<file path="config.mk">
export PLATFORM = sky130hd
export DESIGN_NAME = flash_cmd_top
export DESIGN_NICKNAME = d
export VERILOG_FILES = /design/src/flash_cmd_pkg.sv /design/src/flash_cmd_top.sv /design/src/pin_sync.sv /design/src/param_header_rom.sv
export VERILOG_INCLUDE_DIRS = /design/src
export SDC_FILE = /design/constraint.sdc
export NUM_CORES = 1
export LEC_CHECK = 0
export BUFFER_PORTS_ARGS = -buffer_cell sky130_fd_sc_hd__buf_2
export CORE_MARGIN = 8
export CORE_UTILIZATION = 38
export DETAILED_ROUTE_END_ITERATION = 8
export GPL_ROUTABILITY_DRIVEN = 0
export PLACE_DENSITY = 0.67
export SETUP_SLACK_MARGIN = 0.2
export SYNTH_ARGS = -nofsm -noshare
export SYNTH_HDL_FRONTEND = slang
export SYNTH_SLANG_ARGS = --single-unit
</file>
<file path="constraint.sdc">
create_clock -name REF_CLK -period 5.65 [get_ports REF_CLK]
set_clock_uncertainty 0.1 [all_clocks]
set_input_delay 0.2825 -clock REF_CLK [delete_from_list [all_inputs] [get_ports REF_CLK]]
set_output_delay 0.2825 -clock REF_CLK [all_outputs]
set_load 0.05 [all_outputs]
</file>
<file path="src/flash_cmd_consts.svh">
`ifndef FLASH_CMD_CONSTS_SVH
`define FLASH_CMD_CONSTS_SVH

// opcodes
`define OP_WAKE_ID 8'hAB
`define OP_MFR_DEV_ID 8'h90
`define OP_IDENT 8'h9F
`define OP_DEEP_SLEEP 8'hB9
`define OP_OTP_ENTER 8'h3A
`define OP_WRITE_DISABLE 8'h04
`define OP_STATUS_READ 8'h05
`define OP_STATUS_WRITE 8'h01
`define OP_PAGE_PROG 8'h02
`define OP_SECTOR_ERASE 8'h20
`define OP_BLOCK_ERASE 8'hD8
`define OP_CHIP_ERASE_A 8'hC7
`define OP_CHIP_ERASE_B 8'h60
`define OP_PARAM_READ 8'h5A

// frame lengths in whole bytes, opcode included
`define LEN_OPCODE_ONLY 3'h1
`define LEN_STATUS_WRITE 3'h2
`define LEN_ADDR_CMD 3'h4
`define LEN_PROG_MIN 3'h5
`define LEN_WAKE_ID 3'h4
`define LEN_MFR_DEV 3'h4
`define LEN_IDENT 3'h1
`define LEN_STATUS_READ 3'h1
`define LEN_PARAM_READ 3'h5
`define LEN_NONE 3'h0
`define LEN_MAX 3'h7

// otp sector 511: 1FF000h..1FF1FFh, tag is address bits 23:9
`define OTP_SECT_TAG 15'h0FF8
`define OTP_ADDR_LSB 9

// parameter header bytes 00h..0Fh
`define PRM_00 8'h53
`define PRM_01 8'h46
`define PRM_02 8'h44
`define PRM_03 8'h50
`define PRM_04 8'h00
`define PRM_05 8'h01
`define PRM_06 8'h00
`define PRM_07 8'hFF
`define PRM_08 8'h00
`define PRM_09 8'h00
`define PRM_0A 8'h01
`define PRM_0B 8'h09
`define PRM_0C 8'h30
`define PRM_0D 8'h00
`define PRM_0E 8'h00
`define PRM_0F 8'hFF
`define PRM_BLANK 8'hFF
`define PRM_HDR_TOP 8'h0F

// timing
`define CLK_PERIOD_NS 8
`define RES1_NS 3000
`define RES2_NS 1800
`define RES1_CYC (`RES1_NS / `CLK_PERIOD_NS)
`define RES2_CYC (`RES2_NS / `CLK_PERIOD_NS)
`define RES_CNT_W 12

// status byte bit positions
`define ST_PROT_BIT 7
`define ST_BP_MSB 5
`define ST_BP_LSB 2
`define ST_BUSY_BIT 0

// register port
`define REG_CFG 8'h00
`define REG_STATE 8'h01
`define REG_LAST_OP 8'h02
`define CFG_PROT_BIT 7

`endif

</file>
<file path="src/flash_cmd_pkg.sv">
`default_nettype none

package flash_cmd_pkg;

  typedef enum logic [1:0] {
    PH_CMD,
    PH_ARG,
    PH_OUT,
    PH_DROP
  } phase_e;

endpackage : flash_cmd_pkg

`default_nettype wire

</file>
<file path="src/flash_cmd_top.sv">
`timescale 1ns/1ps
`default_nettype none
`include "flash_cmd_consts.svh"

// Behaviour
// - sleep only via sleep opcode; writes ignored
// - asleep, only wake opcode decoded; it wakes
// - wake-only frame: first resume delay, then ready
// - ID read: three dummies, ID repeats MSB first
// - deselect from sleep waits second resume delay
// - wake opcode works awake; dropped while busy
// - manufacturer then device code after zero address
// - address one swaps code order
// - identification: maker, memory type, capacity bytes
// - identification not decoded while busy
// - deselect ends identification output, back to standby
// - otp mode maps otp sector onto sector 511
// - otp mode: protect bit shows lock; lock blocks
// - otp mode status write sets lock bit
// - otp sector needs lock zero, protect 0000
// - write-disable opcode leaves otp mode
// - otp mode accepts sector erase and page program only
// - table read: opcode, address, dummy, then data
// - table address increments and wraps to zero
// - table read rejected while busy
// - header bytes 00h-07h: signature and revisions
// - header bytes 08h-0Fh: parameter header, pointer
module flash_cmd_top #(
  // identity values are arbitrary
  parameter logic [7:0] MFR_CODE = 8'hA5,
  parameter logic [7:0] DEV_CODE = 8'h14,
  parameter logic [7:0] MEM_TYPE = 8'h70,
  parameter logic [7:0] MEM_CAPACITY = 8'h15
) (
  // clock and reset
  input wire logic REF_CLK,
  input wire logic NRST,
  // serial link
  input wire logic CS_N,
  input wire logic SCK,
  input wire logic SI,
  output logic SO,
  output logic SO_OE,
  // array engine
  input wire logic ARRAY_BUSY,
  output logic ARRAY_REQ,
  output logic [7:0] ARRAY_REQ_OP,
  output logic [23:0] ARRAY_REQ_ADDR,
  output logic ARRAY_REQ_OTP,
  output logic OTP_MAP,
  output logic DEEP_SLEEP,
  // register port
  input wire logic [7:0] REG_ADDR,
  input wire logic [7:0] REG_WDATA,
  input wire logic REG_WR,
  input wire logic REG_RD,
  output logic [7:0] REG_RDATA
);

  logic [2:0] pins_s;
  logic cs_n_s;
  logic sck_s;
  logic si_s;
  logic sck_prev_q;
  logic cs_prev_q;
  logic sck_rise;
  logic sck_fall;
  logic cs_rise;

  flash_cmd_pkg::phase_e phase_q;
  logic [6:0] rx_q;
  logic [2:0] bit_q;
  logic [2:0] nbytes_q;
  logic [7:0] op_q;
  logic [23:0] addr_q;
  logic [7:0] rx_byte;
  logic byte_done;
  logic [2:0] need_len;

  logic [2:0] obit_q;
  logic [1:0] oidx_q;
  logic [7:0] prm_addr_q;
  logic [7:0] prm_byte;
  logic [7:0] cur_byte;
  logic [7:0] status_byte;

  logic sleep_q;
  logic [`RES_CNT_W-1:0] resume_q;
  logic otp_mode_q;
  logic otp_lock_q;
  logic [3:0] bp_q;
  logic prot_q;
  logic [7:0] last_op_q;

  logic act;
  logic whole;
  logic otp_hit;
  logic is_write_op;
  logic len_ok;
  logic write_ok;

  // link pins come from another clock domain
  pin_sync #(
    .W(3),
    .RST_VAL(3'h1)
  ) u_pin_sync (
    .clk(REF_CLK),
    .rst_n(NRST),
    .d({SI, SCK, CS_N}),
    .q(pins_s)
  );

  assign cs_n_s = pins_s[0];
  assign sck_s = pins_s[1];
  assign si_s = pins_s[2];

  always_ff @(posedge REF_CLK or negedge NRST) begin
    if (!NRST) begin
      sck_prev_q <= 1'b0;
      cs_prev_q <= 1'b1;
    end else begin
      sck_prev_q <= sck_s;
      cs_prev_q <= cs_n_s;
    end
  end

  assign sck_rise = ~sck_prev_q & sck_s & ~cs_n_s;
  assign sck_fall = sck_prev_q & ~sck_s & ~cs_n_s;
  assign cs_rise = ~cs_prev_q & cs_n_s;
  assign rx_byte = {rx_q, si_s};
  assign byte_done = sck_rise & (bit_q == 3'h7);

  // bytes needed before the output phase starts
  always_comb begin
    case (op_q)
      `OP_WAKE_ID: need_len = `LEN_WAKE_ID;
      `OP_MFR_DEV_ID: need_len = `LEN_MFR_DEV;
      `OP_PARAM_READ: need_len = `LEN_PARAM_READ;
      default: need_len = `LEN_NONE;
    endcase
  end

  // input shifter: sampled on rising clock edges
  always_ff @(posedge REF_CLK or negedge NRST) begin
    if (!NRST) begin
      rx_q <= 7'h00;
      bit_q <= 3'h0;
      nbytes_q <= 3'h0;
    end else if (cs_n_s) begin
      bit_q <= 3'h0;
      nbytes_q <= 3'h0;
    end else if (sck_rise) begin
      rx_q <= rx_byte[6:0];
      bit_q <= bit_q + 3'h1;
      if (byte_done && nbytes_q != `LEN_MAX) begin
        nbytes_q <= nbytes_q + 3'h1;
      end
    end
  end

  // opcode and address capture
  always_ff @(posedge REF_CLK or negedge NRST) begin
    if (!NRST) begin
      op_q <= 8'h00;
      addr_q <= 24'h000000;
    end else if (byte_done) begin
      if (nbytes_q == 3'h0) begin
        op_q <= rx_byte;
      end else if (nbytes_q < `LEN_ADDR_CMD) begin
        addr_q <= {addr_q[15:0], rx_byte};
      end
    end
  end

  // frame phase
  always_ff @(posedge REF_CLK or negedge NRST) begin
    if (!NRST) begin
      phase_q <= flash_cmd_pkg::PH_CMD;
    end else if (cs_n_s) begin
      phase_q <= flash_cmd_pkg::PH_CMD;
    end else if (byte_done) begin
      case (phase_q)
        flash_cmd_pkg::PH_CMD: begin
          // asleep: all but wake dropped; resuming: wake dropped too
          if (sleep_q && (rx_byte != `OP_WAKE_ID || resume_q != '0)) begin
            phase_q <= flash_cmd_pkg::PH_DROP;
          end else if (ARRAY_BUSY && (rx_byte == `OP_WAKE_ID ||
                       rx_byte == `OP_IDENT ||
                       rx_byte == `OP_PARAM_READ)) begin
            phase_q <= flash_cmd_pkg::PH_DROP;
          end else if (rx_byte == `OP_IDENT ||
                       rx_byte == `OP_STATUS_READ) begin
            phase_q <= flash_cmd_pkg::PH_OUT;
          end else begin
            phase_q <= flash_cmd_pkg::PH_ARG;
          end
        end
        flash_cmd_pkg::PH_ARG: begin
          if (need_len != `LEN_NONE &&
              nbytes_q + 3'h1 == need_len) begin
            phase_q <= flash_cmd_pkg::PH_OUT;
          end
        end
        default: phase_q <= phase_q;
      endcase
    end
  end

  param_header_rom u_param_rom (
    .addr(prm_addr_q),
    .data(prm_byte)
  );

  // otp mode shows the lock in the protect position
  always_comb begin
    status_byte = 8'h00;
    status_byte[`ST_PROT_BIT] = otp_mode_q ? otp_lock_q : prot_q;
    status_byte[`ST_BP_MSB:`ST_BP_LSB] = bp_q;
    status_byte[`ST_BUSY_BIT] = ARRAY_BUSY;
  end

  always_comb begin
    case (op_q)
      // same ID byte repeats until deselect
      `OP_WAKE_ID: cur_byte = DEV_CODE;
      // address bit 0 swaps the order
      `OP_MFR_DEV_ID: cur_byte = (oidx_q[0] ^ addr_q[0]) ? DEV_CODE :
                                 MFR_CODE;
      `OP_IDENT: begin
        if (oidx_q == 2'h0) begin
          cur_byte = MFR_CODE;
        end else if (oidx_q == 2'h1) begin
          cur_byte = MEM_TYPE;
        end else begin
          cur_byte = MEM_CAPACITY;
        end
      end
      `OP_PARAM_READ: cur_byte = prm_byte;
      default: cur_byte = status_byte;
    endcase
  end

  // output shifter: driven on falling clock edges
  always_ff @(posedge REF_CLK or negedge NRST) begin
    if (!NRST) begin
      obit_q <= 3'h0;
      oidx_q <= 2'h0;
      prm_addr_q <= 8'h00;
      SO <= 1'b0;
    end else if (cs_n_s) begin
      obit_q <= 3'h0;
      oidx_q <= 2'h0;
    end else if (byte_done && phase_q != flash_cmd_pkg::PH_OUT) begin
      // address is complete before the dummy byte ends
      prm_addr_q <= addr_q[7:0];
    end else if (sck_fall && phase_q == flash_cmd_pkg::PH_OUT) begin
      SO <= cur_byte[3'h7 - obit_q];
      obit_q <= obit_q + 3'h1;
      if (obit_q == 3'h7) begin
        // 8-bit counter rolls over to zero
        prm_addr_q <= prm_addr_q + 8'h01;
        // only the three-byte identity wraps; two-code reads alternate
        oidx_q <= (oidx_q == 2'h2 && op_q == `OP_IDENT) ? 2'h0 :
                  oidx_q + 2'h1;
      end
    end
  end

  // deselect releases the output at once
  always_ff @(posedge REF_CLK or negedge NRST) begin
    if (!NRST) begin
      SO_OE <= 1'b0;
    end else if (cs_n_s) begin
      SO_OE <= 1'b0;
    end else if (sck_fall && phase_q == flash_cmd_pkg::PH_OUT) begin
      SO_OE <= 1'b1;
    end
  end

  // commands below act only on a clean deselect
  assign act = cs_rise && phase_q != flash_cmd_pkg::PH_DROP && !sleep_q;
  assign whole = (bit_q == 3'h0);

  // deep sleep and resume timing
  always_ff @(posedge REF_CLK or negedge NRST) begin
    if (!NRST) begin
      sleep_q <= 1'b0;
      resume_q <= '0;
    end else if (resume_q != '0) begin
      resume_q <= resume_q - `RES_CNT_W'(1);
      if (resume_q == `RES_CNT_W'(1)) begin
        sleep_q <= 1'b0;
      end
    // only the sleep opcode, never during a busy cycle
    end else if (act && whole && op_q == `OP_DEEP_SLEEP &&
                 nbytes_q == `LEN_OPCODE_ONLY && !ARRAY_BUSY) begin
      sleep_q <= 1'b1;
    end else if (cs_rise && sleep_q && op_q == `OP_WAKE_ID &&
                 nbytes_q != 3'h0 &&
                 phase_q != flash_cmd_pkg::PH_DROP) begin
      // wake-only frame uses the first delay
      // a frame that read the ID uses the second
      resume_q <= (nbytes_q > `LEN_OPCODE_ONLY) ?
                  `RES_CNT_W'(`RES2_CYC) : `RES_CNT_W'(`RES1_CYC);
    end
  end

  // otp mode and lock bit
  always_ff @(posedge REF_CLK or negedge NRST) begin
    if (!NRST) begin
      otp_mode_q <= 1'b0;
    end else if (act && whole && op_q == `OP_OTP_ENTER &&
                 nbytes_q == `LEN_OPCODE_ONLY && !ARRAY_BUSY) begin
      otp_mode_q <= 1'b1;
    end else if (act && whole && op_q == `OP_WRITE_DISABLE &&
                 nbytes_q == `LEN_OPCODE_ONLY) begin
      otp_mode_q <= 1'b0;
    end
  end

  // lock is one-time: nothing but reset clears it
  always_ff @(posedge REF_CLK or negedge NRST) begin
    if (!NRST) begin
      otp_lock_q <= 1'b0;
    // data byte ignored, lock goes to one
    end else if (act && whole && otp_mode_q && !ARRAY_BUSY &&
                 op_q == `OP_STATUS_WRITE &&
                 nbytes_q == `LEN_STATUS_WRITE) begin
      otp_lock_q <= 1'b1;
    end
  end

  // address inside the remapped otp sector
  assign otp_hit = otp_mode_q &&
                   addr_q[23:`OTP_ADDR_LSB] == `OTP_SECT_TAG;

  always_comb begin
    is_write_op = 1'b1;
    len_ok = 1'b0;
    case (op_q)
      `OP_PAGE_PROG: len_ok = (nbytes_q >= `LEN_PROG_MIN);
      `OP_SECTOR_ERASE: len_ok = (nbytes_q == `LEN_ADDR_CMD);
      `OP_BLOCK_ERASE: len_ok = (nbytes_q == `LEN_ADDR_CMD);
      `OP_CHIP_ERASE_A: len_ok = (nbytes_q == `LEN_OPCODE_ONLY);
      `OP_CHIP_ERASE_B: len_ok = (nbytes_q == `LEN_OPCODE_ONLY);
      default: is_write_op = 1'b0;
    endcase
  end

  always_comb begin
    write_ok = is_write_op && len_ok;
    if (otp_mode_q) begin
      // lock set blocks every program and erase
      if (otp_lock_q) begin
        write_ok = 1'b0;
      end
      // sector erase is the only erase in otp mode
      if (op_q != `OP_PAGE_PROG && op_q != `OP_SECTOR_ERASE) begin
        write_ok = 1'b0;
      end
      // otp sector also needs protect field clear
      if (otp_hit && bp_q != 4'h0) begin
        write_ok = 1'b0;
      end
    end
  end

  // sleep drops writes; busy cycles stay untouched
  always_ff @(posedge REF_CLK or negedge NRST) begin
    if (!NRST) begin
      ARRAY_REQ <= 1'b0;
      ARRAY_REQ_OP <= 8'h00;
      ARRAY_REQ_ADDR <= 24'h000000;
      ARRAY_REQ_OTP <= 1'b0;
    end else begin
      ARRAY_REQ <= act && whole && write_ok && !ARRAY_BUSY;
      if (act && whole && write_ok && !ARRAY_BUSY) begin
        ARRAY_REQ_OP <= op_q;
        ARRAY_REQ_ADDR <= addr_q;
        ARRAY_REQ_OTP <= otp_hit;
      end
    end
  end

  always_ff @(posedge REF_CLK or negedge NRST) begin
    if (!NRST) begin
      OTP_MAP <= 1'b0;
      DEEP_SLEEP <= 1'b0;
    end else begin
      OTP_MAP <= otp_mode_q;
      DEEP_SLEEP <= sleep_q;
    end
  end

  // software view: protect field in, block state out
  always_ff @(posedge REF_CLK or negedge NRST) begin
    if (!NRST) begin
      bp_q <= 4'h0;
      prot_q <= 1'b0;
    end else if (REG_WR && REG_ADDR == `REG_CFG) begin
      bp_q <= REG_WDATA[3:0];
      prot_q <= REG_WDATA[`CFG_PROT_BIT];
    end
  end

  always_ff @(posedge REF_CLK or negedge NRST) begin
    if (!NRST) begin
      last_op_q <= 8'h00;
    end else if (byte_done && phase_q == flash_cmd_pkg::PH_CMD) begin
      last_op_q <= rx_byte;
    end
  end

  always_ff @(posedge REF_CLK or negedge NRST) begin
    if (!NRST) begin
      REG_RDATA <= 8'h00;
    end else if (!REG_RD) begin
      REG_RDATA <= 8'h00;
    end else if (REG_ADDR == `REG_CFG) begin
      REG_RDATA <= {prot_q, 3'h0, bp_q};
    end else if (REG_ADDR == `REG_STATE) begin
      REG_RDATA <= {3'h0, otp_lock_q, otp_mode_q, resume_q != '0,
                    sleep_q, ARRAY_BUSY};
    end else if (REG_ADDR == `REG_LAST_OP) begin
      REG_RDATA <= last_op_q;
    end else begin
      REG_RDATA <= 8'h00;
    end
  end

endmodule : flash_cmd_top

`default_nettype wire

</file>
<file path="src/pin_sync.sv">
`timescale 1ns/1ps
`default_nettype none

module pin_sync #(
  parameter int W = 1,
  parameter logic [W-1:0] RST_VAL = '0
) (
  // clock and reset
  input wire logic clk,
  input wire logic rst_n,
  // pins
  input wire logic [W-1:0] d,
  output logic [W-1:0] q
);

  logic [W-1:0] meta_q;

  // meta_q feeds q only
  always_ff @(posedge clk or negedge rst_n) begin
    if (!rst_n) begin
      meta_q <= RST_VAL;
      q <= RST_VAL;
    end else begin
      meta_q <= d;
      q <= meta_q;
    end
  end

endmodule : pin_sync

`default_nettype wire

</file>
<file path="src/param_header_rom.sv">
`timescale 1ns/1ps
`default_nettype none
`include "flash_cmd_consts.svh"

module param_header_rom (
  // lookup
  input wire logic [7:0] addr,
  output logic [7:0] data
);

  always_comb begin
    data = `PRM_BLANK;
    if (addr <= `PRM_HDR_TOP) begin
      case (addr[3:0])
        4'h0: data = `PRM_00;
        4'h1: data = `PRM_01;
        4'h2: data = `PRM_02;
        4'h3: data = `PRM_03;
        4'h4: data = `PRM_04;
        4'h5: data = `PRM_05;
        4'h6: data = `PRM_06;
        4'h7: data = `PRM_07;
        4'h8: data = `PRM_08;
        4'h9: data = `PRM_09;
        4'hA: data = `PRM_0A;
        4'hB: data = `PRM_0B;
        4'hC: data = `PRM_0C;
        4'hD: data = `PRM_0D;
        4'hE: data = `PRM_0E;
        default: data = `PRM_0F;
      endcase
    end
  end

endmodule : param_header_rom

`default_nettype wire

</file>
==> run metrics <==
CP Launch Type flip-flop; Die Y 149 µm; vias per cell 5.38; num ports 70; drt pass-1 iters 5; ranking of synthesized cells by area dfrtp_1, mux2_2, mux2_1; share of layout cells above drive strength 1 27.0%; Seq pwr share 47.3%; switching share of power 25.2%; H-tree depth 4; Worst slew margin 26.0%; Seq cells post-synth 142; Psw 0.000594 W; synthesized cell area about 6700 µm²; initial antenna violation count 0; largest net degree at the start of global routing 78; placed cell area 7210 µm²; DIE AREA 22200 µm²; Async SR Flop Fraction between 90% and 100%; crit-path cells or4b_4 > nor3_1 > nor4_2 > a2111oi_0 > o21ai_0 > o221ai_1 > o311ai_1; status finished clean; Port Buffers 66; EDFF count, synth 0; clock root buffer clkbuf_16; CP max stage cell or4b_4; post-layout instance area roughly 8000 µm²; Crit Path Max Fanout 12; Period minus WS final 3.11 ns; Main synth FF type dfrtp_1; # nets final approximately 700; PD cells 298 nW/µm²; Fmax 322 MHz; via total after detailed routing 4784; total gr overflow 0; Netlist cell types between 70 and 80; area growth from synthesis to layout 17.5%; register area share after synthesis 52.9%; average cell area after synthesis 11.5 µm²; DR DRC count 0; core area 17300 µm²; slowest stage delay, CP roughly 0.59 ns; post-synth top area share 51.7%; # rows 48; Filler cells 1576; Total Wirelength roughly 15000 µm; worst-skew pair later-pin latency 0.43 ns; antenna-violating nets left 0; Max Root-Sink Buffers 2; Int Pwr ~0.0018 W; Worst Setup End Kind flip-flop; # resized after CTS 0; multi-input logic area 2950 µm²; period utilization about 55%; CTS tree built; Syn. warnings 0; worst setup path class flip-flop to flip-flop; Crit path required time 5.83 ns; Hold/Removal Path Class input port to flip-flop; WP data arrival 3.29 ns; Syn Inst Count slightly below 600; Final Max Tran Viols 0; routed len/inst 17.2 µm; Comb pwr share 3.6%; hold_buf cts 8; Post-Syn Nets between 600 and 700; Max VDD drop ~0.16 mV; HPWL after DPL 11000 µm; Inserted Clock Buffers 17; final design utilization between 40% and 50%; RSZ-0062 raised after global routing no; clock sink total 142; Clk pwr share 49.1%; setup bufs post-CTS 0; number of global-route vias before repair 4895; first-pass GRT wire length about 25000 µm; Fin Setup TNS 0 ns; total of max-cap violations 0; Die Width 149 µm; DR iter-0 viols 302; Finish-stage setup viols 0; Hold Fails Final Rpt 0; n_diodes 0; Worst Tran Pin Value 1.11 ns; leakage 3.91 nW; Yosys top cell by area dfrtp_1; clock-pin slew on the worst setup and hold paths ~0.060 ns; gr usage total 14.3%; Initial Util 38.9%; register area 3560 µm²
==> cells in the mapped netlist, types with 14 or more instances <==
cell type and instances:
ha_1 15, mux2_2 57, nor3_1 14, nand3_1 14
inv_1 19, nor2_1 50, dfrtp_1 139, o21ai_0 22
a21oi_1 26, clkbuf_1 18, nand2_1 34, mux2_1 29
==> metrics by stage <==
step,std cells,worst slack (ns),hold slack [ns],total power (W)
after detailed placement,849,2.68,0.235,0.00121
after global routing,889,2.41,0.0148,0.00243
after floorplan,583,3.11,-0.113,0.00114
after CTS,889,2.67,0.0123,0.00238
after global placement,849,2.75,0.233,0.00120
final,889,2.54,0.0218,0.00235
==> layout by cell type, fill, tap and decap left out, types with 3 or more instances in the layout <==
master         count
nand2_1           34
a21oi_1           26
nand3_1           14
o21ai_0           22
o31ai_1            4
clkbuf_16         17
mux2_2            57
xnor2_1           10
nor2_1            50
nand2b_1           5
inv_6              5
nor3_1            14
mux2_1            29
or3_1              4
nand4b_1           3
a31oi_1            8
ha_1              15
inv_8              6
nor4_1             5
nand3b_1           6
inv_1             19
xor2_1             7
nand4_1            6
dfstp_2            3
and3_1             6
nor4b_1            3
dlygate4sd3_1      8
mux2i_1            9
buf_2             65
nor2b_1            7
a211oi_1           6
dfrtp_1          139
==> power by group through the flow <==
stage | logic [W] | registers, W | clock network [W]
2_1_floorplan | 0.0000580 | 0.00108 | 0
3_3_place_gp | 0.0000770 | 0.00113 | 0
3_5_place_dp | 0.0000823 | 0.00113 | 0
4_1_cts | 0.0000874 | 0.00111 | 0.00118
5_1_grt | 0.0000962 | 0.00112 | 0.00122
6_report | 0.0000855 | 0.00111 | 0.00115
==> cells by family (layout without fill, tap and decap cells) <==
group | Yosys count | count (layout) | share of synthesized area (%)
AND/OR/NAND/NOR | 180 | 180 | 14.5
AO/OA/AOI/OAI | 87 | 87 | 8.22
flip-flops | 142 | 142 | 52.9
adder cells (fa/ha/maj) | 15 | 15 | 2.79
buffers and inverters | 46 | 127 | 3.26
XOR/XNOR | 17 | 17 | 2.21
multiplexers | 96 | 96 | 16.1
==> final timing paths <==
check                                startpoint                  to  slack [ns]  cells after the start
max                                     op_q[2]                  SO        2.54                      7
min                                REG_WDATA[0]             bp_q[0]        0.02                      2
max reg2reg                             op_q[2]                  SO        2.54                      7
min reg2reg                u_pin_sync.meta_q[1]     u_pin_sync.q[1]        0.25                      0
max in group asynchronous                  NRST     ARRAY_REQ_OP[7]        3.72                      3
min in group asynchronous                  NRST  ARRAY_REQ_ADDR[20]        0.36                      2
==> metal layers <==
| metal | wire length [µm] | share of wire [%] | track usage [%] | vias up |
|---|---|---|---|---|
| li1 | - | - | - | 2227 |
| met2 | 7480 | 49 | 23.5 | 117 |
| met3 | 656 | 4.3 | 3.67 | 39 |
| met1 | 6720 | 44 | 17.4 | 2401 |
| met5 | 0 | 0 | 0 | - |
| met4 | 419 | 2.7 | 6.41 | 0 |
==> worst max-delay path, delay by kind of cell, from the launching register on <==
| kind | cells | cell delay [ns] |
|---|---|---|
| compound gates | 4 | 1.04 |
| flops | 1 | 0.52 |
| simple gates | 3 | 1.31 |
==> state kept, by name, summed over array words and instances, names as in the netlist, 2 cells and up <==
register and count:
ARRAY_REQ_ADDR 24, ARRAY_REQ_OP 8, REG_RDATA 8, addr_q 24, bit_q 3, bp_q 4, last_op_q 8, nbytes_q 3
obit_q 3, oidx_q 2, op_q 8, phase_q 2, prm_addr_q 8, resume_q 12, rx_q 7, u_pin_sync.meta_q 3
u_pin_sync.q 3
==> final cells by class <==
class	instances	area share [%]
multi-input combinational	395	37.3
timing repair buffer	76	5.46
clock inverter	15	2.39
tap	225	3.56
inverter	19	0.902
sequential	142	45.0
clock buffer	17	5.38
No activity file was read; power rests on OpenSTA's default activity.
